**config.mk**
```make
export PLATFORM = sky130hd
export DESIGN_NAME = timer_wave_ctrl
export DESIGN_NICKNAME = d
export VERILOG_FILES = /design/src/core/timer_wave_pkg.sv /design/src/core/timer_prescaler.sv /design/src/core/wave_channel.sv /design/src/core/timer_wave_ctrl.sv
export SDC_FILE = /design/constraint.sdc
export NUM_CORES = 1
export LEC_CHECK = 0
export BUFFER_PORTS_ARGS = -buffer_cell sky130_fd_sc_hd__buf_2
export CORE_MARGIN = 4
export CORE_UTILIZATION = 40
export CTS_BUF_LIST = sky130_fd_sc_hd__clkbuf_8 sky130_fd_sc_hd__clkbuf_16
export CTS_CLUSTER_SIZE = 8
export DETAILED_ROUTE_END_ITERATION = 12
export HOLD_SLACK_MARGIN = 0.02
export PLACE_DENSITY_LB_ADDON = 0.05
export SKIP_LAST_GASP = 1
export SLEW_MARGIN = 25
export SYNTH_ARGS = -nofsm -noshare
export SYNTH_HDL_FRONTEND = slang
export SYNTH_SLANG_ARGS = --single-unit
```
**constraint.sdc**
```tcl
create_clock -name i_clk_sys -period 2.4 [get_ports i_clk_sys]
set_input_delay 0.48 -clock i_clk_sys [delete_from_list [all_inputs] [get_ports i_clk_sys]]
set_output_delay 0.48 -clock i_clk_sys [all_outputs]
set_load 0.01 [all_outputs]
```
**src/core/timer_wave_pkg.sv**
```systemverilog
// Shared constants and types of the timer waveform block
package timer_wave_pkg;

	////////////////////////////////////////////////////////////////////////////
	// Register offsets on the plain register port
	localparam logic [2:0] ADDR_CTRL_A = 3'h0;
	localparam logic [2:0] ADDR_CTRL_B = 3'h1;
	localparam logic [2:0] ADDR_COUNT  = 3'h2;
	localparam logic [2:0] ADDR_CMP_A  = 3'h3;
	localparam logic [2:0] ADDR_CMP_B  = 3'h4;
	localparam logic [2:0] ADDR_FLAGS  = 3'h5;

	////////////////////////////////////////////////////////////////////////////
	// Field positions, write masks and reset values
	localparam int         CHAN_A_MODE_LSB = 6;
	localparam int         CHAN_B_MODE_LSB = 4;
	localparam int         WAVE_LOW_LSB    = 0;
	localparam int         WAVE_HIGH_POS   = 3;
	localparam int         CLK_SEL_LSB     = 0;
	localparam logic [7:0] CTRL_A_WMASK    = 8'hf3;
	localparam logic [7:0] CTRL_B_WMASK    = 8'h0f;
	localparam logic [7:0] CTRL_A_RESET    = 8'h00;
	localparam logic [7:0] CTRL_B_RESET    = 8'h00;
	localparam int         FLAG_OVF        = 0;
	localparam int         FLAG_MATCH_A    = 1;
	localparam int         FLAG_MATCH_B    = 2;

	////////////////////////////////////////////////////////////////////////////
	// Counter limits
	localparam logic [7:0] COUNT_MAX    = 8'hff;
	localparam logic [7:0] COUNT_BOTTOM = 8'h00;

	////////////////////////////////////////////////////////////////////////////
	// Waveform modes and output modes
	localparam logic [2:0] WAVE_NORMAL   = 3'h0;
	localparam logic [2:0] WAVE_PC_MAX   = 3'h1;
	localparam logic [2:0] WAVE_CTC      = 3'h2;
	localparam logic [2:0] WAVE_FAST_MAX = 3'h3;
	localparam logic [2:0] WAVE_RESV_4   = 3'h4;
	localparam logic [2:0] WAVE_PC_CMP   = 3'h5;
	localparam logic [2:0] WAVE_RESV_6   = 3'h6;
	localparam logic [2:0] WAVE_FAST_CMP = 3'h7;
	localparam logic [1:0] OUT_OFF       = 2'h0;
	localparam logic [1:0] OUT_TOGGLE    = 2'h1;
	localparam logic [1:0] OUT_CLEAR     = 2'h2;
	localparam logic [1:0] OUT_SET       = 2'h3;

	////////////////////////////////////////////////////////////////////////////
	// Prescaler division masks (divide by 8, 32, 64, 128, 256, 1024)
	localparam logic [9:0] PRESC_MASK_8    = 10'h007;
	localparam logic [9:0] PRESC_MASK_32   = 10'h01f;
	localparam logic [9:0] PRESC_MASK_64   = 10'h03f;
	localparam logic [9:0] PRESC_MASK_128  = 10'h07f;
	localparam logic [9:0] PRESC_MASK_256  = 10'h0ff;
	localparam logic [9:0] PRESC_MASK_1024 = 10'h3ff;

	// Operating class of the waveform generator
	typedef enum logic [3:0]
	{
		CLS_NONPWM = 4'b0001,
		CLS_FAST   = 4'b0010,
		CLS_PHASE  = 4'b0100,
		CLS_RESV   = 4'b1000
	} wave_class_t;

endpackage

```
**src/core/timer_prescaler.sv**
```systemverilog
// Timer clock prescaler producing one-cycle count ticks
module timer_prescaler
	import timer_wave_pkg::*;
(
	input  wire logic       i_clk_sys,
	input  wire logic       i_sys_rst,
	input  wire logic       i_clk_en,
	input  wire logic [2:0] i_clk_sel,
	output logic            o_tick
);

	typedef struct packed
	{
		logic [9:0] div;
		logic       tick;
	} presc_state_t;

	presc_state_t st_r;
	presc_state_t st_nxt;
	logic [9:0]   mask;

	////////////////////////////////////////////////////////////////////////////
	// Divider select and tick generation
	always_comb
	begin
		st_nxt = st_r;
		st_nxt.div = 10'(st_r.div + 10'h001);
		unique case (i_clk_sel)
			3'h2: mask = PRESC_MASK_8;
			3'h3: mask = PRESC_MASK_32;
			3'h4: mask = PRESC_MASK_64;
			3'h5: mask = PRESC_MASK_128;
			3'h6: mask = PRESC_MASK_256;
			3'h7: mask = PRESC_MASK_1024;
			default: mask = 10'h000;
		endcase
		// Select 0 stops the timer
		st_nxt.tick = (i_clk_sel != 3'h0) && ((st_r.div & mask) == mask);
	end

	// State register, frozen by clock enable
	always_ff @(posedge i_clk_sys)
	begin
		if (i_sys_rst)
			st_r <= '0;
		else if (i_clk_en)
			st_r <= st_nxt;
	end

	assign o_tick = st_r.tick;

endmodule

```
**src/core/wave_channel.sv**
```systemverilog
// One compare-output waveform channel with pin override
module wave_channel
	import timer_wave_pkg::*;
#(
	parameter bit PWM_TOGGLE = 1'b1
)
(
	input  wire logic       i_clk_sys,
	input  wire logic       i_sys_rst,
	input  wire logic       i_clk_en,
	input  wire logic [1:0] i_out_mode,
	input  wave_class_t     i_wave_class,
	input  wire logic       i_wave_mode_high_bit,
	input  wire logic       i_match,
	input  wire logic       i_wrap_top,
	input  wire logic       i_count_up,
	input  wire logic       i_cmp_is_top,
	output logic            o_wave_out,
	output logic            o_pin_override
);

	typedef struct packed
	{
		logic wave;
		logic ovr;
	} chan_state_t;

	chan_state_t st_r;
	chan_state_t st_nxt;
	logic        do_set;
	logic        do_clr;
	logic        do_tog;
	logic        tog_ok;
	logic        up_act;

	////////////////////////////////////////////////////////////////////////////
	// Output action per class and output mode
	always_comb
	begin
		st_nxt = st_r;
		do_set = 1'b0;
		do_clr = 1'b0;
		do_tog = 1'b0;
		tog_ok = PWM_TOGGLE && i_wave_mode_high_bit && (i_out_mode == OUT_TOGGLE);
		up_act = i_count_up && !i_cmp_is_top;
		unique case (i_wave_class)
			CLS_NONPWM:
			begin
				st_nxt.ovr = (i_out_mode != OUT_OFF);
				if (i_match)
				begin
					do_tog = (i_out_mode == OUT_TOGGLE);
					do_clr = (i_out_mode == OUT_CLEAR);
					do_set = (i_out_mode == OUT_SET);
				end
			end
			CLS_FAST:
			begin
				st_nxt.ovr = i_out_mode[1] | tog_ok;
				if (i_out_mode[1])
				begin
					// Match at TOP ignored, wrap action still taken
					if (i_match && !i_cmp_is_top)
					begin
						do_clr = (i_out_mode == OUT_CLEAR);
						do_set = (i_out_mode == OUT_SET);
					end
					else if (i_wrap_top)
					begin
						do_set = (i_out_mode == OUT_CLEAR);
						do_clr = (i_out_mode == OUT_SET);
					end
				end
				else
					do_tog = tog_ok && i_match;
			end
			CLS_PHASE:
			begin
				st_nxt.ovr = i_out_mode[1] | tog_ok;
				if (i_out_mode[1] && i_match)
				begin
					// Match at TOP takes the down-count action
					do_clr = ((i_out_mode == OUT_CLEAR) == up_act);
					do_set = !do_clr;
				end
				else
					do_tog = tog_ok && i_match;
			end
			CLS_RESV:
				st_nxt.ovr = 1'b0;
		endcase
		if (do_set)
			st_nxt.wave = 1'b1;
		else if (do_clr)
			st_nxt.wave = 1'b0;
		else if (do_tog)
			st_nxt.wave = !st_r.wave;
	end

	// State register, frozen by clock enable
	always_ff @(posedge i_clk_sys)
	begin
		if (i_sys_rst)
			st_r <= '0;
		else if (i_clk_en)
			st_r <= st_nxt;
	end

	assign o_wave_out     = st_r.wave;
	assign o_pin_override = st_r.ovr;
endmodule

```
**src/core/timer_wave_ctrl.sv**
```systemverilog
// 8-bit timer with two compare channels and waveform output control
//
// Notes on behaviour
// - Nonzero channel A output mode routes its waveform onto the pin, except in modes 4, 6 and in PWM mode 01 without the high mode bit.
// - Nonzero channel B output mode routes its waveform onto the pin, except in modes 4, 6 and in PWM mode 01.
// - Non-PWM channel A: 00 off, 01 toggle, 10 clear, 11 set on match.
// - Non-PWM channel B: 00 off, 01 toggle, 10 clear, 11 set on match.
// - Fast PWM channel A: 10 clear on match set at TOP, 11 inverse.
// - PWM channel A mode 01 toggles on match only with high mode bit set.
// - Phase PWM channel A: 10 clears counting up, sets counting down; 11 inverse.
// - Fast PWM channel B: 10 clear match set TOP, 11 inverse, 01 reserved.
// - Phase PWM channel B: 10 clear up, set down, 11 inverse, 01 reserved.
// - Channel A compare equal to TOP in fast PWM 10 or 11: match ignored, TOP action still done.
// - Channel B compare equal to TOP in fast PWM 10 or 11: match ignored, TOP action still done.
// - Control A bits 3 and 2 always read zero.
// - Waveform mode is high bit from control B plus two low bits; 4, 6 reserved.
// - Modes 0 and 2: TOP 0xFF or compare A, immediate update, overflow at MAX.
// - Modes 1 and 5: phase correct, update at TOP, overflow at BOTTOM.
// - Modes 3 and 7: fast PWM, update at TOP, overflow at MAX or TOP.
// - MAX is 0xFF and BOTTOM is 0x00.
// - Fast PWM TOP action happens on the wrap from TOP to BOTTOM.
module timer_wave_ctrl
	import timer_wave_pkg::*;
(
	input  wire logic       i_clk_sys,
	input  wire logic       i_sys_rst,
	input  wire logic       i_clk_en,
	input  wire logic [2:0] i_addr,
	input  wire logic [7:0] i_wdata,
	input  wire logic       i_wr,
	input  wire logic       i_rd,
	output logic      [7:0] o_rdata,
	output logic            o_chan_a_wave_out,
	output logic            o_chan_a_pin_override,
	output logic            o_chan_b_wave_out,
	output logic            o_chan_b_pin_override,
	output logic            o_overflow_flag
);

	typedef struct packed
	{
		logic [7:0] ctrl_a;
		logic [7:0] ctrl_b;
		logic [7:0] count;
		logic [7:0] cmp_a_buf;
		logic [7:0] cmp_b_buf;
		logic [7:0] cmp_a;
		logic [7:0] cmp_b;
		logic       count_up;
		logic       match_block;
		logic [2:0] flags;
		logic [7:0] rdata;
	} timer_state_t;

	timer_state_t st_r;
	timer_state_t st_nxt;
	wave_class_t  wave_class;
	logic [2:0]   wave_mode;
	logic [7:0]   top;
	logic         tick;
	logic         at_top;
	logic         match_a;
	logic         match_b;
	logic         wrap_top;
	logic         ovf_set;
	logic         top_update;
	logic         wr_count;
	logic [2:0]   flag_set;
	logic [2:0]   flag_clr;
	logic [1:0]   chan_a_mode;
	logic [1:0]   chan_b_mode;

	////////////////////////////////////////////////////////////////////////////
	// Timer clock from the prescaler
	timer_prescaler u_presc
	(
		.i_clk_sys (i_clk_sys),
		.i_sys_rst (i_sys_rst),
		.i_clk_en  (i_clk_en),
		.i_clk_sel (st_r.ctrl_b[CLK_SEL_LSB +: 3]),
		.o_tick    (tick)
	);

	////////////////////////////////////////////////////////////////////////////
	// Mode decode
	always_comb
	begin
		wave_mode = {st_r.ctrl_b[WAVE_HIGH_POS], st_r.ctrl_a[WAVE_LOW_LSB +: 2]};
		chan_a_mode = st_r.ctrl_a[CHAN_A_MODE_LSB +: 2];
		chan_b_mode = st_r.ctrl_a[CHAN_B_MODE_LSB +: 2];
		unique case (wave_mode)
			WAVE_NORMAL,
			WAVE_CTC:      wave_class = CLS_NONPWM;
			WAVE_PC_MAX,
			WAVE_PC_CMP:   wave_class = CLS_PHASE;
			WAVE_FAST_MAX,
			WAVE_FAST_CMP: wave_class = CLS_FAST;
			WAVE_RESV_4,
			WAVE_RESV_6:   wave_class = CLS_RESV;
		endcase
		// TOP is compare A in modes 2, 5, 7, otherwise MAX
		if (wave_mode == WAVE_CTC || wave_mode == WAVE_PC_CMP || wave_mode == WAVE_FAST_CMP)
			top = st_r.cmp_a;
		else
			top = COUNT_MAX;
	end

	// Match and TOP events on a timer tick
	always_comb
	begin
		wr_count = i_wr && (i_addr == ADDR_COUNT);
		at_top   = (st_r.count == top);
		match_a  = tick && !st_r.match_block && (st_r.count == st_r.cmp_a);
		match_b  = tick && !st_r.match_block && (st_r.count == st_r.cmp_b);
		wrap_top = tick && at_top && (wave_class == CLS_FAST);
		top_update = tick && at_top
			&& (wave_class == CLS_FAST || wave_class == CLS_PHASE);
	end

	// Overflow flag source per mode
	always_comb
	begin
		ovf_set = 1'b0;
		if (tick)
		begin
			unique case (wave_mode)
				WAVE_NORMAL,
				WAVE_CTC,
				WAVE_FAST_MAX: ovf_set = (st_r.count == COUNT_MAX);
				WAVE_FAST_CMP: ovf_set = at_top;
				WAVE_PC_MAX,
				WAVE_PC_CMP:   ovf_set = !st_r.count_up && (st_r.count == COUNT_BOTTOM);
				WAVE_RESV_4,
				WAVE_RESV_6:   ovf_set = 1'b0;
			endcase
		end
	end

	////////////////////////////////////////////////////////////////////////////
	// Next state: counter, compare buffers, flags, registers
	always_comb
	begin
		st_nxt = st_r;
		flag_set = 3'h0;
		flag_clr = 3'h0;

		// Counting sequence
		if (tick)
		begin
			st_nxt.match_block = 1'b0;
			unique case (wave_class)
				CLS_PHASE:
				begin
					if (st_r.count_up)
					begin
						if (at_top)
						begin
							st_nxt.count_up = 1'b0;
							st_nxt.count = 8'(st_r.count - 8'h01);
						end
						else
							st_nxt.count = 8'(st_r.count + 8'h01);
					end
					else if (st_r.count == COUNT_BOTTOM)
					begin
						st_nxt.count_up = 1'b1;
						st_nxt.count = 8'(st_r.count + 8'h01);
					end
					else
						st_nxt.count = 8'(st_r.count - 8'h01);
				end
				CLS_NONPWM,
				CLS_FAST:
				begin
					st_nxt.count_up = 1'b1;
					if (at_top)
						st_nxt.count = COUNT_BOTTOM;
					else
						st_nxt.count = 8'(st_r.count + 8'h01);
				end
				CLS_RESV:
				begin
					st_nxt.count_up = 1'b1;
					st_nxt.count = 8'(st_r.count + 8'h01);
				end
			endcase
		end

		// Compare update: buffered at TOP in PWM, immediate otherwise
		if (top_update)
		begin
			st_nxt.cmp_a = st_r.cmp_a_buf;
			st_nxt.cmp_b = st_r.cmp_b_buf;
		end

		// Register writes
		if (i_wr)
		begin
			unique case (i_addr)
				ADDR_CTRL_A: st_nxt.ctrl_a = i_wdata & CTRL_A_WMASK;
				ADDR_CTRL_B: st_nxt.ctrl_b = i_wdata & CTRL_B_WMASK;
				ADDR_COUNT:
				begin
					st_nxt.count = i_wdata;
					st_nxt.match_block = 1'b1;
				end
				ADDR_CMP_A:  st_nxt.cmp_a_buf = i_wdata;
				ADDR_CMP_B:  st_nxt.cmp_b_buf = i_wdata;
				ADDR_FLAGS:  flag_clr = i_wdata[2:0];
				default:     flag_clr = 3'h0;
			endcase
		end

		// Immediate update in non-buffered modes
		if (wave_class == CLS_NONPWM || wave_class == CLS_RESV)
		begin
			st_nxt.cmp_a = st_nxt.cmp_a_buf;
			st_nxt.cmp_b = st_nxt.cmp_b_buf;
		end

		// Sticky flags, write one to clear, a new event wins
		flag_set[FLAG_OVF]     = ovf_set;
		flag_set[FLAG_MATCH_A] = match_a;
		flag_set[FLAG_MATCH_B] = match_b;
		st_nxt.flags = (st_r.flags & ~flag_clr) | flag_set;

		// Read data for the following cycle only
		st_nxt.rdata = 8'h00;
		if (i_rd)
		begin
			unique case (i_addr)
				ADDR_CTRL_A: st_nxt.rdata = st_r.ctrl_a & CTRL_A_WMASK;
				ADDR_CTRL_B: st_nxt.rdata = st_r.ctrl_b;
				ADDR_COUNT:  st_nxt.rdata = st_r.count;
				ADDR_CMP_A:  st_nxt.rdata = st_r.cmp_a_buf;
				ADDR_CMP_B:  st_nxt.rdata = st_r.cmp_b_buf;
				ADDR_FLAGS:  st_nxt.rdata = {5'h00, st_r.flags};
				default:     st_nxt.rdata = 8'h00;
			endcase
		end
	end

	// State register, frozen by clock enable
	always_ff @(posedge i_clk_sys)
	begin
		if (i_sys_rst)
			st_r <= '0;
		else if (i_clk_en)
			st_r <= st_nxt;
	end

	assign o_rdata         = st_r.rdata;
	assign o_overflow_flag = st_r.flags[FLAG_OVF];

	////////////////////////////////////////////////////////////////////////////
	// Compare output channels
	wave_channel #(
		.PWM_TOGGLE (1'b1)
	) u_chan_a (
		.i_clk_sys            (i_clk_sys),
		.i_sys_rst            (i_sys_rst),
		.i_clk_en             (i_clk_en),
		.i_out_mode           (chan_a_mode),
		.i_wave_class         (wave_class),
		.i_wave_mode_high_bit (st_r.ctrl_b[WAVE_HIGH_POS]),
		.i_match              (match_a),
		.i_wrap_top           (wrap_top),
		.i_count_up           (st_r.count_up),
		.i_cmp_is_top         (st_r.cmp_a == top),
		.o_wave_out           (o_chan_a_wave_out),
		.o_pin_override       (o_chan_a_pin_override)
	);

	// Channel B has no PWM toggle mode
	wave_channel #(
		.PWM_TOGGLE (1'b0)
	) u_chan_b (
		.i_clk_sys            (i_clk_sys),
		.i_sys_rst            (i_sys_rst),
		.i_clk_en             (i_clk_en),
		.i_out_mode           (chan_b_mode),
		.i_wave_class         (wave_class),
		.i_wave_mode_high_bit (st_r.ctrl_b[WAVE_HIGH_POS]),
		.i_match              (match_b),
		.i_wrap_top           (wrap_top),
		.i_count_up           (st_r.count_up),
		.i_cmp_is_top         (st_r.cmp_b == top),
		.o_wave_out           (o_chan_b_wave_out),
		.o_pin_override       (o_chan_b_pin_override)
	);
endmodule

```
## Word-level counts from Yosys, hierarchy flattened

Memory sizes are Yosys's and may differ from the RTL's.
Cells that the tools add are included.

| operators by class | value |
|---|---|
| add/subtract/negate cells | 3 |
| multipliers | 0 |
| div/mod/pow operators | 0 |
| $lt $le $gt $ge | 0 |
| equal/unequal tests | 37 |
| shifts and indexed selects | 0 |
| muxes and demuxes | 65 |
| bitwise operators | 5 |
| reduce and logical (&&, ||, !) cells | 49 |

Operators with widths:

| operator | count |
|---|---|
| 8-bit two-way mux | 10 |
| 10-bit case mux with 6 select lines | 1 |
| 8-bit case mux with 6 select lines | 1 |
| 8-bit equality test | 5 |
| 1-bit two-way mux | 38 |
| 16-bit two-way mux | 2 |
| 3-bit equality test, second input constant | 10 |
| 24-bit two-way mux | 1 |
| 8-bit case mux with 3 select lines | 1 |
| 1-bit case mux with 3 select lines | 7 |
| 3-bit by 2-bit equality test with 1-bit output, second input constant | 6 |
| 1-bit logical AND | 16 |
| 10-bit by 1-bit adder with 10-bit output, second input constant | 1 |
| 10-bit AND | 1 |
| 10-bit equality test | 1 |
| 3-bit nonzero test | 3 |
| 8-bit by 1-bit adder with 8-bit output, second input constant | 1 |
| 2-bit equality test, second input constant | 4 |
| 8-bit equality test, second input constant | 1 |
| 1-bit logical NOT | 8 |
| 8-bit logical NOT | 1 |
| 2-bit AND reduction | 4 |
| 2-bit OR reduction | 4 |
| 8-bit by 1-bit subtractor with 8-bit output, second input constant | 1 |
| 19 further kinds | 31 |

| word-level totals | value |
|---|---|
| bits in registers | 78 |
| bits in latches | 0 |
| RAM bits | 0 |
| memory bits (read-only) | 32 |
| input bits | 16 |
| output and inout bits | 13 |
| memories | 1 |

Memory list:

| name | words | width | rd ports | clocked after Yosys merged registers in | wr ports | line | text |
|---|---|---|---|---|---|---|---|
| (name not given) | 8 | 4 | 1 | 0 | 0 | timer_wave_ctrl.sv:91 | `unique case (wave_mode)` |

## Longest topological paths before layout

Gate-level depths: netlist of the first run.

| logic depth | value |
|---|---|
| word-level depth | 13 |
| depth in mapped cells | 10 |

## Cells and area by module

A second synthesis of the first run with hierarchy kept.

| second synthesis, totals | value |
|---|---|
| cell total of the unflattened synthesis | 625 |
| area, all modules | 5068.6 µm² |

By module, submodules not included:

| module | times used | cells each | area an instance (µm²) |
|---|---|---|---|
| timer_wave_ctrl | 1 | 487 | 3928.8 |
| timer_prescaler | 1 | 61 | 535.5 |
| wave_channel (u_chan_a) | 1 | 43 | 326.6 |
| wave_channel (u_chan_b) | 1 | 34 | 277.8 |

## Least setup slack after synthesis of the first run

No wires, ideal clock.

| path | value |
|---|---|
| path kind | register to register |
| start point | register st_r[25] (netlist bit) |
| end point | register st_r[46] (netlist bit) |
| setup time | 0.088 ns |
| arrival | 2.469 ns |
| required time | 2.312 ns |
| setup slack | -0.157 ns |
| cell stages (with the launch flop) | 9 |
| buffers on the path | 1 |
| cell sequence | dfxtp_1 buf_2 or4b_1 o211ai_1 a311oi_2 o31a_1 or3_1 a211o_1 a311oi_2 |

| on the way | value |
|---|---|
| word-level cells in the longest chain between the ends | 8 |

RTL lines:

| element | line | text |
|---|---|---|
| from (decl) | timer_wave_ctrl.sv:55 | `timer_state_t st_r;` |
| from (signal assigned) | timer_wave_ctrl.sv:249 | `st_r <= st_nxt;` |
| 8-bit two-way mux (*) | timer_wave_ctrl.sv:102 | `if (wave_mode == WAVE_CTC \|\| wave_mode == WAVE_PC_CMP \|\| wave_mode == WAVE_FAST_CMP)` |
| 8-bit equality test (*) | timer_wave_ctrl.sv:112 | `at_top = (st_r.count == top);` |
| 8-bit two-way mux | timer_wave_ctrl.sv:156 | `if (at_top)` |
| 8-bit two-way mux | timer_wave_ctrl.sv:154 | `if (st_r.count_up)` |
| 8-bit case mux with 3 select lines (*) | timer_wave_ctrl.sv:151 | `unique case (wave_class)` |
| 8-bit two-way mux (*) | timer_wave_ctrl.sv:148 | `if (tick)` |
| 8-bit two-way mux | timer_wave_ctrl.sv:199 | `unique case (i_addr)` |
| 24-bit two-way mux (*) | timer_wave_ctrl.sv:197 | `if (i_wr)` |

Every way passes the cells marked *; elsewhere a longest branch is shown, timed or not.
A chain may end at the register's enable or synchronous reset.

## Final worst setup path of the first run

| path | value |
|---|---|
| start point | register st_r[61] (netlist bit) |
| end point | register st_r[51] (netlist bit) |

| on the way | value |
|---|---|
| word-level cells in the longest chain between the ends | 11 |

RTL lines:

| element | line |
|---|---|
| 3-bit by 2-bit equality test with 1-bit output or 3-bit equality test (tied branches) | timer_wave_ctrl.sv:102 |
| 1-bit logical OR (2 in a row) | timer_wave_ctrl.sv:102 |
| 8-bit two-way mux | timer_wave_ctrl.sv:102 |
| 8-bit equality test | timer_wave_ctrl.sv:112 |
| 8-bit two-way mux | timer_wave_ctrl.sv:156 |
| 8-bit two-way mux | timer_wave_ctrl.sv:154 |
| 8-bit case mux with 3 select lines (*) | timer_wave_ctrl.sv:151 |
| 8-bit two-way mux (*) | timer_wave_ctrl.sv:148 |
| 8-bit two-way mux | timer_wave_ctrl.sv:199 |
| 24-bit two-way mux (*) | timer_wave_ctrl.sv:197 |

Marks and branches as above.

==> results of run 1 <==
## cell usage after synthesis, types with 6 or more instances
master	count
buf_1	8
o21ai_0	32
nor4_1	6
buf_4	8
a32oi_1	7
nor2_1	86
mux2i_1	44
nor3_1	10
xor2_1	25
clkbuf_1	32
and3_1	6
a22oi_1	16
o31ai_1	7
or3_1	7
a21oi_1	26
nand2_1	61
mux2_2	19
nand4_1	10
nand3_1	20
inv_1	17
dfxtp_1	78
## final cells by class
| type | instances | area [um^2] | share of cell area [%] |
|---|---|---|---|
| multi-input cells | 477 | 3290 | 52.1 |
| clock buffers | 11 | 253 | 4.01 |
| inverters | 18 | 67.6 | 1.07 |
| clock inverters | 5 | 50.0 | 0.794 |
| repair buffers | 122 | 866 | 13.7 |
| well taps | 168 | 210 | 3.33 |
| flip-flops and latches | 78 | 1570 | 24.9 |
## logic make-up (layout without fill, tap and decap cells)
| group | Yosys count | in the layout | share of synthesized area, % |
|---|---|---|---|
| and+or+nand+nor | 239 | 239 | 23.4 |
| AOI/OAI and AO/OA | 141 | 141 | 19.9 |
| DFF | 78 | 78 | 31.3 |
| buffers and inverters | 71 | 156 | 6.07 |
| muxes | 63 | 63 | 13.1 |
| xor gates and xnor gates | 30 | 30 | 5.27 |
| adders and majority gates | 4 | 4 | 1.00 |
## power by group through the flow
stage / clock (mW) / sequential [mW] / combinational (mW)
floorplan: 0 / 1.36 / 0.195
global placement: 0 / 1.37 / 0.331
detailed placement: 0 / 1.37 / 0.329
CTS: 1.43 / 1.34 / 0.337
global route: 1.49 / 1.34 / 0.375
finish: 1.42 / 1.34 / 0.350
## per-stage QoR
step / setup WS, ns / cell area [um^2]
floorplan: -0.123 / 4990
global placement: -0.182 / 5780
detailed placement: -0.188 / 5780
CTS: -0.0960 / 6210
global route: -0.210 / 6310
finish: -0.0994 / 6310
## layer usage
metal,GRT usage [%],part of all wire [%]
met1,33.7,47
met2,38.3,46
met3,3.96,4.8
met4,9.66,2.8
met5,0,0
## state kept, by name, summed over array words and instances, names as in the netlist
signal / cells
chan_a_mode: 2
chan_b_mode: 2
o_overflow_flag: 1
o_rdata: 8
st_r: 50
u_chan_a.o_pin_override: 1
u_chan_a.o_wave_out: 1
u_chan_b.o_pin_override: 1
u_chan_b.o_wave_out: 1
u_presc.o_tick: 1
u_presc.st_r: 10
## timing repair
item                       4_1_cts  5_1_grt
resized for setup               23       14
setup endpoints to repair       27       28
pin swaps                       13       10
buffers inserted                 4        2
hold endpoints to repair         0        0
## worst paths after layout
check                              start  cells past startpoint  slack (ns)    endpoint
worst max register to register  st_r[61]                     10        -0.1    st_r[51]
worst max-delay path            st_r[61]                     10        -0.1    st_r[51]
worst min register to register  st_r[11]                      2        0.46    st_r[11]
worst min-delay path                i_rd                      3        0.44  o_rdata[0]
## worst register-to-register path, delay by kind of cell (launching register included)
| family | cells | cell delay [ns] |
|---|---|---|
| AOI/OAI and AO/OA | 3 | 0.94 |
| buffers and inverters | 4 | 0.65 |
| and+or+nand+nor | 3 | 0.50 |
| DFF | 1 | 0.35 |
==> results by group, run 1 <==
Outcome
  – Violated checks: negative setup slack
  – Status: finished with violations

Synthesis
  – Synth area leaders: dfxtp_1 (31%), mux2i_1 (8.8%), nor2_1 (6.5%)
  – Post-Synthesis Cells: 626
  – Mean Syn Cell Area: 7.97 um^2
  – Distinct cell type count after synthesis: 69
  – Cell Area, Synth: 4990 um^2
  – Sequential share of the synthesized area: 31.3%
  – Cell taking the most area after synthesis: dfxtp_1
  – Post-synth top area share: 31.3%
  – Synth warn: 0
  – Top_reg_cell synth: dfxtp_1
  – Share of flip-flops with an asynchronous set or reset: 0%
  – Number of synthesized flops with an enable pin: 0
  – Syn Nets: 646
  – Register bit count reported by yosys: 78

Placement
  – Placed Cells: 857
  – IO buf count: 28
  – Placer Congestion: 0.959
  – HPWL after DPL: 13.0 mm

Setup path
  – Worst path required time: 2.68 ns
  – Worst path cell trace: buf_4, nor3b_2, nor3_1, a311oi_4, buf_4, nor4_2, buf_4, buf_4, o41a_1, a31oi_1
  – Worst Path Arrival: 2.77 ns
  – CP top delay family: compound AO/OA/AOI/OAI gates
  – Max incr delay on CP: 0.40 ns
  – Worst-path fanout max: 8
  – CP Launch Type: flop
  – CP bufs+invs: 4
  – CP Capture Type: flop
  – WS Path Type: flop to flop
  – CP most frequent cell: buf_4
  – Worst path slowest cell: o41a_1

Routing
  – Per-cell routed wire length: 19.9 um
  – Vias per std cell: 5.71
  – Final WL: 17.5 mm
  – Iteration-0 DRC Markers: 421
  – Vias: 5,019
  – Detailed Routing Iterations Pass 1: 4
  – DR DRC count: 0
  – ANT nets after route: 0

Finish
  – Filler Cells Inserted: 1,196
  – Fin nets: 726
  – Layout cells sized above 1: 26.6%
  – Commonest non-fill, non-tap cell in the layout: buf_4
  – Most frequent cells in the layout: buf_4 (91), nor2_1 (85), dfxtp_1 (72)
  – Area Growth Syn to Fin: 26.4%
  – Antenna diode count: 0
  – Post-Route Utilization: 52.1%
  – Fin cells: 879

Pwr
  – Clock share of power: 45.8%
  – Combinational Power Share: 11.2%
  – Sw Ratio: 26.0%
  – Total power: 3.11 mW
  – Power per cell area: 493 nW/um^2
  – Leak pwr: 2.56 nW
  – Switching pwr: 0.808 mW
  – Reg power frac: 43.0%
  – Internal: 2.30 mW
  – Peak supply drop: 0.393 mV

Clocking
  – TritonCTS clock tree: done
  – Clock Tree Buf Depth: 2
  – Hold-fix buffers, CTS: 0
  – Root Driver: clkbuf_16
  – CTS Sinks: 78
  – CTS Buf Count: 9
  – CTS clock-pin slew for the worst setup and hold paths: 0.06 ns
  – Htree depth: 3
  – Later-pin clock latency in the skew report: 0.34 ns

Timing
  – Fmax: 0.400 GHz
  – Unrepaired setup endpoints after global routing: true
  – Final setup TNS: -1.14 ns
  – Layout Skew: 0.00615 ns
  – Final cycle utilization of the critical path: 104%
  – Max Transition Viols Final: 0
  – Final min period: 2.50 ns
  – Hold_ws: 0.440 ns
  – Final Hold Vio Count: 0
  – Slew HR: 66.7%
  – Final setup fails: 25
  – Fin worst setup slack: -0.0994 ns
  – Worst-margin pin slew: 0.499 ns

Die
  – Die W: 120 um
  – Initial Utilization: 41.2%
  – Cell row count: 40
  – Placeable Area: 12,100 um^2
  – Die Footprint: 14,300 um^2
  – # IOs: 29
  – Height of the chip: 120 um

Global routing
  – First-pass GRT wire length: 27.1 mm
  – GRT overflow: 0
  – Vias in the first global route: 4,789
  – Initial antenna violation count: 0
  – GRT Overall Usage: 24.5%
  – Largest net degree at the start of global routing: 38

Worst hold path
  – Hold WC Path Type: input port to flop

Run
  – Max_cap viols: 0
(Power assumes the default switching activity.)
==> run 2, diff against run 1 <==
--- a/config.mk
+++ b/config.mk
@@ -5,6 +5,7 @@
 export SDC_FILE = /design/constraint.sdc
 export NUM_CORES = 1
 export LEC_CHECK = 0
+export ABC_CLOCK_PERIOD_IN_PS = 2400
 export BUFFER_PORTS_ARGS = -buffer_cell sky130_fd_sc_hd__buf_2
 export CORE_MARGIN = 4
 export CORE_UTILIZATION = 40
@@ -12,7 +13,6 @@
 export CTS_CLUSTER_SIZE = 8
 export DETAILED_ROUTE_END_ITERATION = 12
 export HOLD_SLACK_MARGIN = 0.02
-export PLACE_DENSITY_LB_ADDON = 0.05
 export SKIP_LAST_GASP = 1
 export SLEW_MARGIN = 25
 export SYNTH_ARGS = -nofsm -noshare
==> results by group, run 2 (same netlist as run 1, synthesis figures left out) <==
Outcome
  – Status: finished with violations
  – Violated checks: negative setup slack

Worst hold path
  – Hold Crit Depth: 3
  – Worst hold start: i_rd
  – Hold WC Path Type: input port to flop
  – Hold endpoint: o_rdata[0]

Timing
  – Final setup fails: 27
  – Fmax: 0.381 GHz
  – Final min period: 2.62 ns
  – Unrepaired setup endpoints after global routing: true
  – Worst-margin pin slew: 0.694 ns
  – Final cycle utilization of the critical path: 109%
  – Max Transition Viols Final: 0
  – Layout Skew: 0.00664 ns
  – Slew HR: 53.2%
  – Fin worst setup slack: -0.222 ns
  – Final Hold Vio Count: 0

Setup path
  – Worst-case reg-to-reg path depth: 12
  – Worst path cell trace: buf_4, and2_1, buf_4, nor3_2, a311oi_2, buf_4, buf_6, nor4_2, buf_4, buf_4, or3_4, a41oi_2
  – CP most frequent cell: buf_4
  – CP bufs+invs: 6
  – CP Launch Type: flop
  – CP top delay family: buffers and inverters
  – Worst R2R Start: st_r[61]
  – Max incr delay on CP: 0.40 ns
  – Worst Path Arrival: 2.89 ns
  – Worst path slowest cell: a311oi_2
  – Worst r2r dst: st_r[47]
  – R2r setup slk: -0.22 ns
  – WS Path Type: flop to flop
  – Worst-path fanout max: 7
  – CP Capture Type: flop
  – Worst path required time: 2.67 ns

Die
  – Initial Utilization: 41.2%
  – Placeable Area: 12,100 um^2
  – Die Footprint: 14,300 um^2
  – Cell row count: 40
  – Die W: 120 um
  – # IOs: 29
  – Height of the chip: 120 um

Finish
  – Filler Cells Inserted: 1,151
  – Fin nets: 727
  – Max reg flops: 50
  – Area Growth Syn to Fin: 27.4%
  – Reg with most FFs: st_r
  – Design area: 6350 um^2
  – Post-Route Utilization: 52.5%
  – Layout cells sized above 1: 27.0%
  – Antenna diode count: 0
  – Most frequent cells in the layout: buf_4 (88), nor2_1 (84), dfxtp_1 (74)
  – Commonest non-fill, non-tap cell in the layout: buf_4

Routing
  – Iteration-0 DRC Markers: 500
  – DR DRC count: 0
  – Vias: 5,236
  – Vias per std cell: 5.95
  – ANT nets after route: 0
  – Final WL: 17.4 mm
  – Detailed Routing Iterations Pass 1: 5
  – Per-cell routed wire length: 19.7 um

Clocking
  – TritonCTS clock tree: done
  – CTS clock-pin slew for the worst setup and hold paths: 0.06 ns
  – Root Driver: clkbuf_16
  – Later-pin clock latency in the skew report: 0.35 ns
  – CTS Sinks: 78
  – Clock Tree Buf Depth: 2
  – CTS Buf Count: 9
  – Htree depth: 3

Placement
  – IO buf count: 28
  – Placer Congestion: 0.967
  – Place WS: -0.185 ns
  – Dpl cell area: 5720 um^2
  – HPWL after DPL: 12.5 mm

Pwr
  – Peak supply drop: 0.521 mV
  – Leak pwr: 2.57 nW
  – Power per cell area: 500 nW/um^2
  – Total power: 3.18 mW

Global routing
  – Largest net degree at the start of global routing: 47
  – GRT Overall Usage: 24.0%
  – Initial antenna violation count: 0
  – Vias in the first global route: 5,048
  – First-pass GRT wire length: 27.0 mm
  – GRT overflow: 0

Run
  – Max_cap viols: 0
## run 2: through the flow
stage | hold WS, ns | TNS (ns) | instances
after floorplan | 0.431 | -1.36 | 626
final | 0.434 | -3.18 | 880
after global routing | 0.444 | -5.52 | 880
after global placement | 0.446 | -2.67 | 849
after detailed placement | 0.458 | -2.61 | 849
after CTS | 0.421 | -0.916 | 877
## run 2: repair_timing
action | 4_1_cts | 5_1_grt
setup buffers | 11 | 6
hold buffers | 0 | 0
pin swaps | 18 | 19
endpoints found under the hold margin | 0 | 0
setup endpoints to repair | 25 | 28
gates resized for setup | 24 | 23
gates cloned | 1 | 0
## run 2: layer usage
layer,vias to the layer above,GRT usage (%),share of wire [%]
met5,-,0,0
met4,0,9.81,3.6
met3,55,5.28,9.6
met2,281,37.9,45
met1,2470,31.6,42
li1,2430,-,-
## run 2: how the worst max path moves through the flow
stage | from | endpoint | cells past startpoint
floorplan | st_r[25] | st_r[20] | 9
global placement | st_r[61] | u_chan_b.o_wave_out | 10
detailed placement | st_r[61] | u_chan_b.o_wave_out | 10
CTS | st_r[62] | st_r[46] | 8
global route | st_r[61] | st_r[47] | 12
finish | st_r[61] | st_r[47] | 12
## run 2: final cells by class
cell class / count / area (um^2) / area share, %
sequential: 78 / 1570 / 24.7
tap: 168 / 210 / 3.31
clock buffer: 9 / 225 / 3.54
clock inverter: 7 / 97.6 / 1.54
inverter: 18 / 67.6 / 1.06
multi-input combinational: 477 / 3280 / 51.7
timing repair buffer: 123 / 902 / 14.2
## run 2: tightest hold or removal path, stage by stage
cell and delay (ns):
buf_2 0.11, nand3_1 0.08, a21oi_1 0.05
## run 2: power by group
part	switching (mW)	leakage (nW)	internal, mW
clock network	0.577	0.157	0.914
registers	0.0245	0.632	1.31
logic	0.213	1.78	0.138
==> run 3, diff against run 2 <==
--- a/config.mk
+++ b/config.mk
@@ -7,12 +7,16 @@
 export LEC_CHECK = 0
 export ABC_CLOCK_PERIOD_IN_PS = 2400
 export BUFFER_PORTS_ARGS = -buffer_cell sky130_fd_sc_hd__buf_2
+export CELL_PAD_IN_SITES_DETAIL_PLACEMENT = 2
+export CELL_PAD_IN_SITES_GLOBAL_PLACEMENT = 2
 export CORE_MARGIN = 4
-export CORE_UTILIZATION = 40
+export CORE_UTILIZATION = 33
 export CTS_BUF_LIST = sky130_fd_sc_hd__clkbuf_8 sky130_fd_sc_hd__clkbuf_16
 export CTS_CLUSTER_SIZE = 8
 export DETAILED_ROUTE_END_ITERATION = 12
 export HOLD_SLACK_MARGIN = 0.02
+export PLACE_DENSITY_LB_ADDON = 0.1
+export RECOVER_POWER = 50
 export SKIP_LAST_GASP = 1
 export SLEW_MARGIN = 25
 export SYNTH_ARGS = -nofsm -noshare
==> results by group, run 3 (same netlist as run 1, synthesis figures left out) <==
Outcome
  – Status: finished with violations
  – Violated checks: negative setup slack

Die
  – Die W: 131 um
  – Initial Utilization: 34.1%
  – Height of the chip: 131 um
  – Placeable Area: 14,600 um^2
  – # IOs: 29
  – Cell row count: 44
  – Die Footprint: 17,100 um^2

Pwr
  – Power per cell area: 500 nW/um^2
  – Peak supply drop: 0.287 mV
  – Leak pwr: 2.49 nW

Timing
  – Fin worst setup slack: -0.253 ns
  – Hold_ws: 0.432 ns
  – Final setup fails: 27
  – Unrepaired setup endpoints after global routing: true
  – Final min period: 2.65 ns
  – Final Hold Vio Count: 0
  – Final cycle utilization of the critical path: 111%
  – Fmax: 0.377 GHz
  – Worst-margin pin slew: 0.786 ns
  – Max Transition Viols Final: 0
  – Slew HR: 47.6%
  – Layout Skew: 0.00982 ns

Setup path
  – Worst path required time: 2.62 ns
  – Worst-path fanout max: 6
  – WS Path Type: flop to flop
  – Worst-case reg-to-reg path depth: 8
  – CP Launch Type: flop
  – Worst Path Arrival: 2.87 ns
  – CP Capture Type: flop

Clocking
  – Root Driver: clkbuf_16
  – CTS Sinks: 78
  – TritonCTS clock tree: done
  – Clock Tree Buf Depth: 2
  – CTS Buf Count: 9
  – CTS clock-pin slew for the worst setup and hold paths: 0.07 ns
  – Htree depth: 3
  – Hold-fix buffers, CTS: 0
  – Later-pin clock latency in the skew report: 0.35 ns

Finish
  – Reg with most FFs: st_r
  – Layout cells sized above 1: 25.4%
  – Most frequent cells in the layout: buf_4 (88), nor2_1 (84), dfxtp_1 (74)
  – Antenna diode count: 0
  – Max reg flops: 50
  – Design area: 6430 um^2
  – Fin nets: 727
  – Commonest non-fill, non-tap cell in the layout: buf_4
  – Area Growth Syn to Fin: 28.8%

Global routing
  – Vias in the first global route: 5,584
  – GRT overflow: 0
  – GRT Overall Usage: 25.8%
  – M1 GR Usage: 34.9%
  – Initial antenna violation count: 0
  – Met3 Usage GRT: 3.94%
  – Top Usage Layer GRT: met2
  – Largest net degree at the start of global routing: 44
  – First-pass GRT wire length: 33.4 mm
  – Met2 Use GR: 43.1%

Placement
  – HPWL after DPL: 15.8 mm
  – Placer Congestion: 0.931
  – Dpl cell area: 5800 um^2
  – IO buf count: 28

Routing
  – ANT nets after route: 0
  – Final WL: 21.8 mm
  – DR DRC count: 0
  – Detailed Routing Iterations Pass 1: 5
  – Vias: 5,197
  – Per-cell routed wire length: 24.4 um
  – Vias per std cell: 5.80
  – Iteration-0 DRC Markers: 261

Worst hold path
  – Hold Crit Depth: 3
  – Hold WC Path Type: input port to flop

Run
  – Max_cap viols: 0
## run 3: routing by layer
layer / share of wire [%] / wire (um)
met5: 0 / 0
met4: 1.9 / 414
met3: 4.0 / 873
met2: 48 / 10500
met1: 46 / 10000
## run 3: final cells by class
type	count	area, um^2
Fill cell	1673	8220
Multi-Input combinational cell	477	3350
Sequential cell	78	1570
Timing Repair Buffer	123	887
Tap cell	184	230
Clock buffer	9	225
Clock inverter	7	91.3
Inverter	18	67.6
## run 3: where the power goes
group          leakage, nW  switching (mW)  internal, mW
Clock                0.154           0.592         0.906
Combinational         1.70           0.238         0.143
Sequential           0.633          0.0229          1.31
## run 3: worst paths after layout
kind	from	to	slack [ns]
setup / recovery	st_r[49]	st_r[49]	-0.25
hold / removal	i_rd	o_rdata[0]	0.43
setup reg to reg	st_r[49]	st_r[49]	-0.25
hold reg to reg	st_r[11]	st_r[11]	0.46
## run 3: critical path, stage by stage, from the launching register on
cell and delay [ns]:
dfxtp_1 0.36, or4b_1 0.51, o211ai_1 0.35, a311oi_4 0.20, o31a_1 0.35, buf_6 0.16
o21ai_2 0.13, a21oi_1 0.09, a311o_1 0.37
## run 3: what timing repair did
action,in CTS,in global routing
setup endpoints to repair,28,28
endpoints found under the hold margin,0,0
pin swaps,14,10
resized for setup,31,24
buffers inserted,6,4
gates cloned,1,0
## run 3: stage by stage
stage	worst slack (ns)	cells	power, mW	TNS, ns	util (%)
after floorplan	-0.123	626	1.55	-1.36	-
after global placement	-0.166	872	1.70	-1.97	39.6
after detailed placement	-0.328	872	1.71	-5.80	39.6
after CTS	-0.207	895	3.23	-2.60	43.2
after global routing	-0.346	896	3.34	-6.83	43.9
final	-0.253	896	3.21	-4.02	43.9
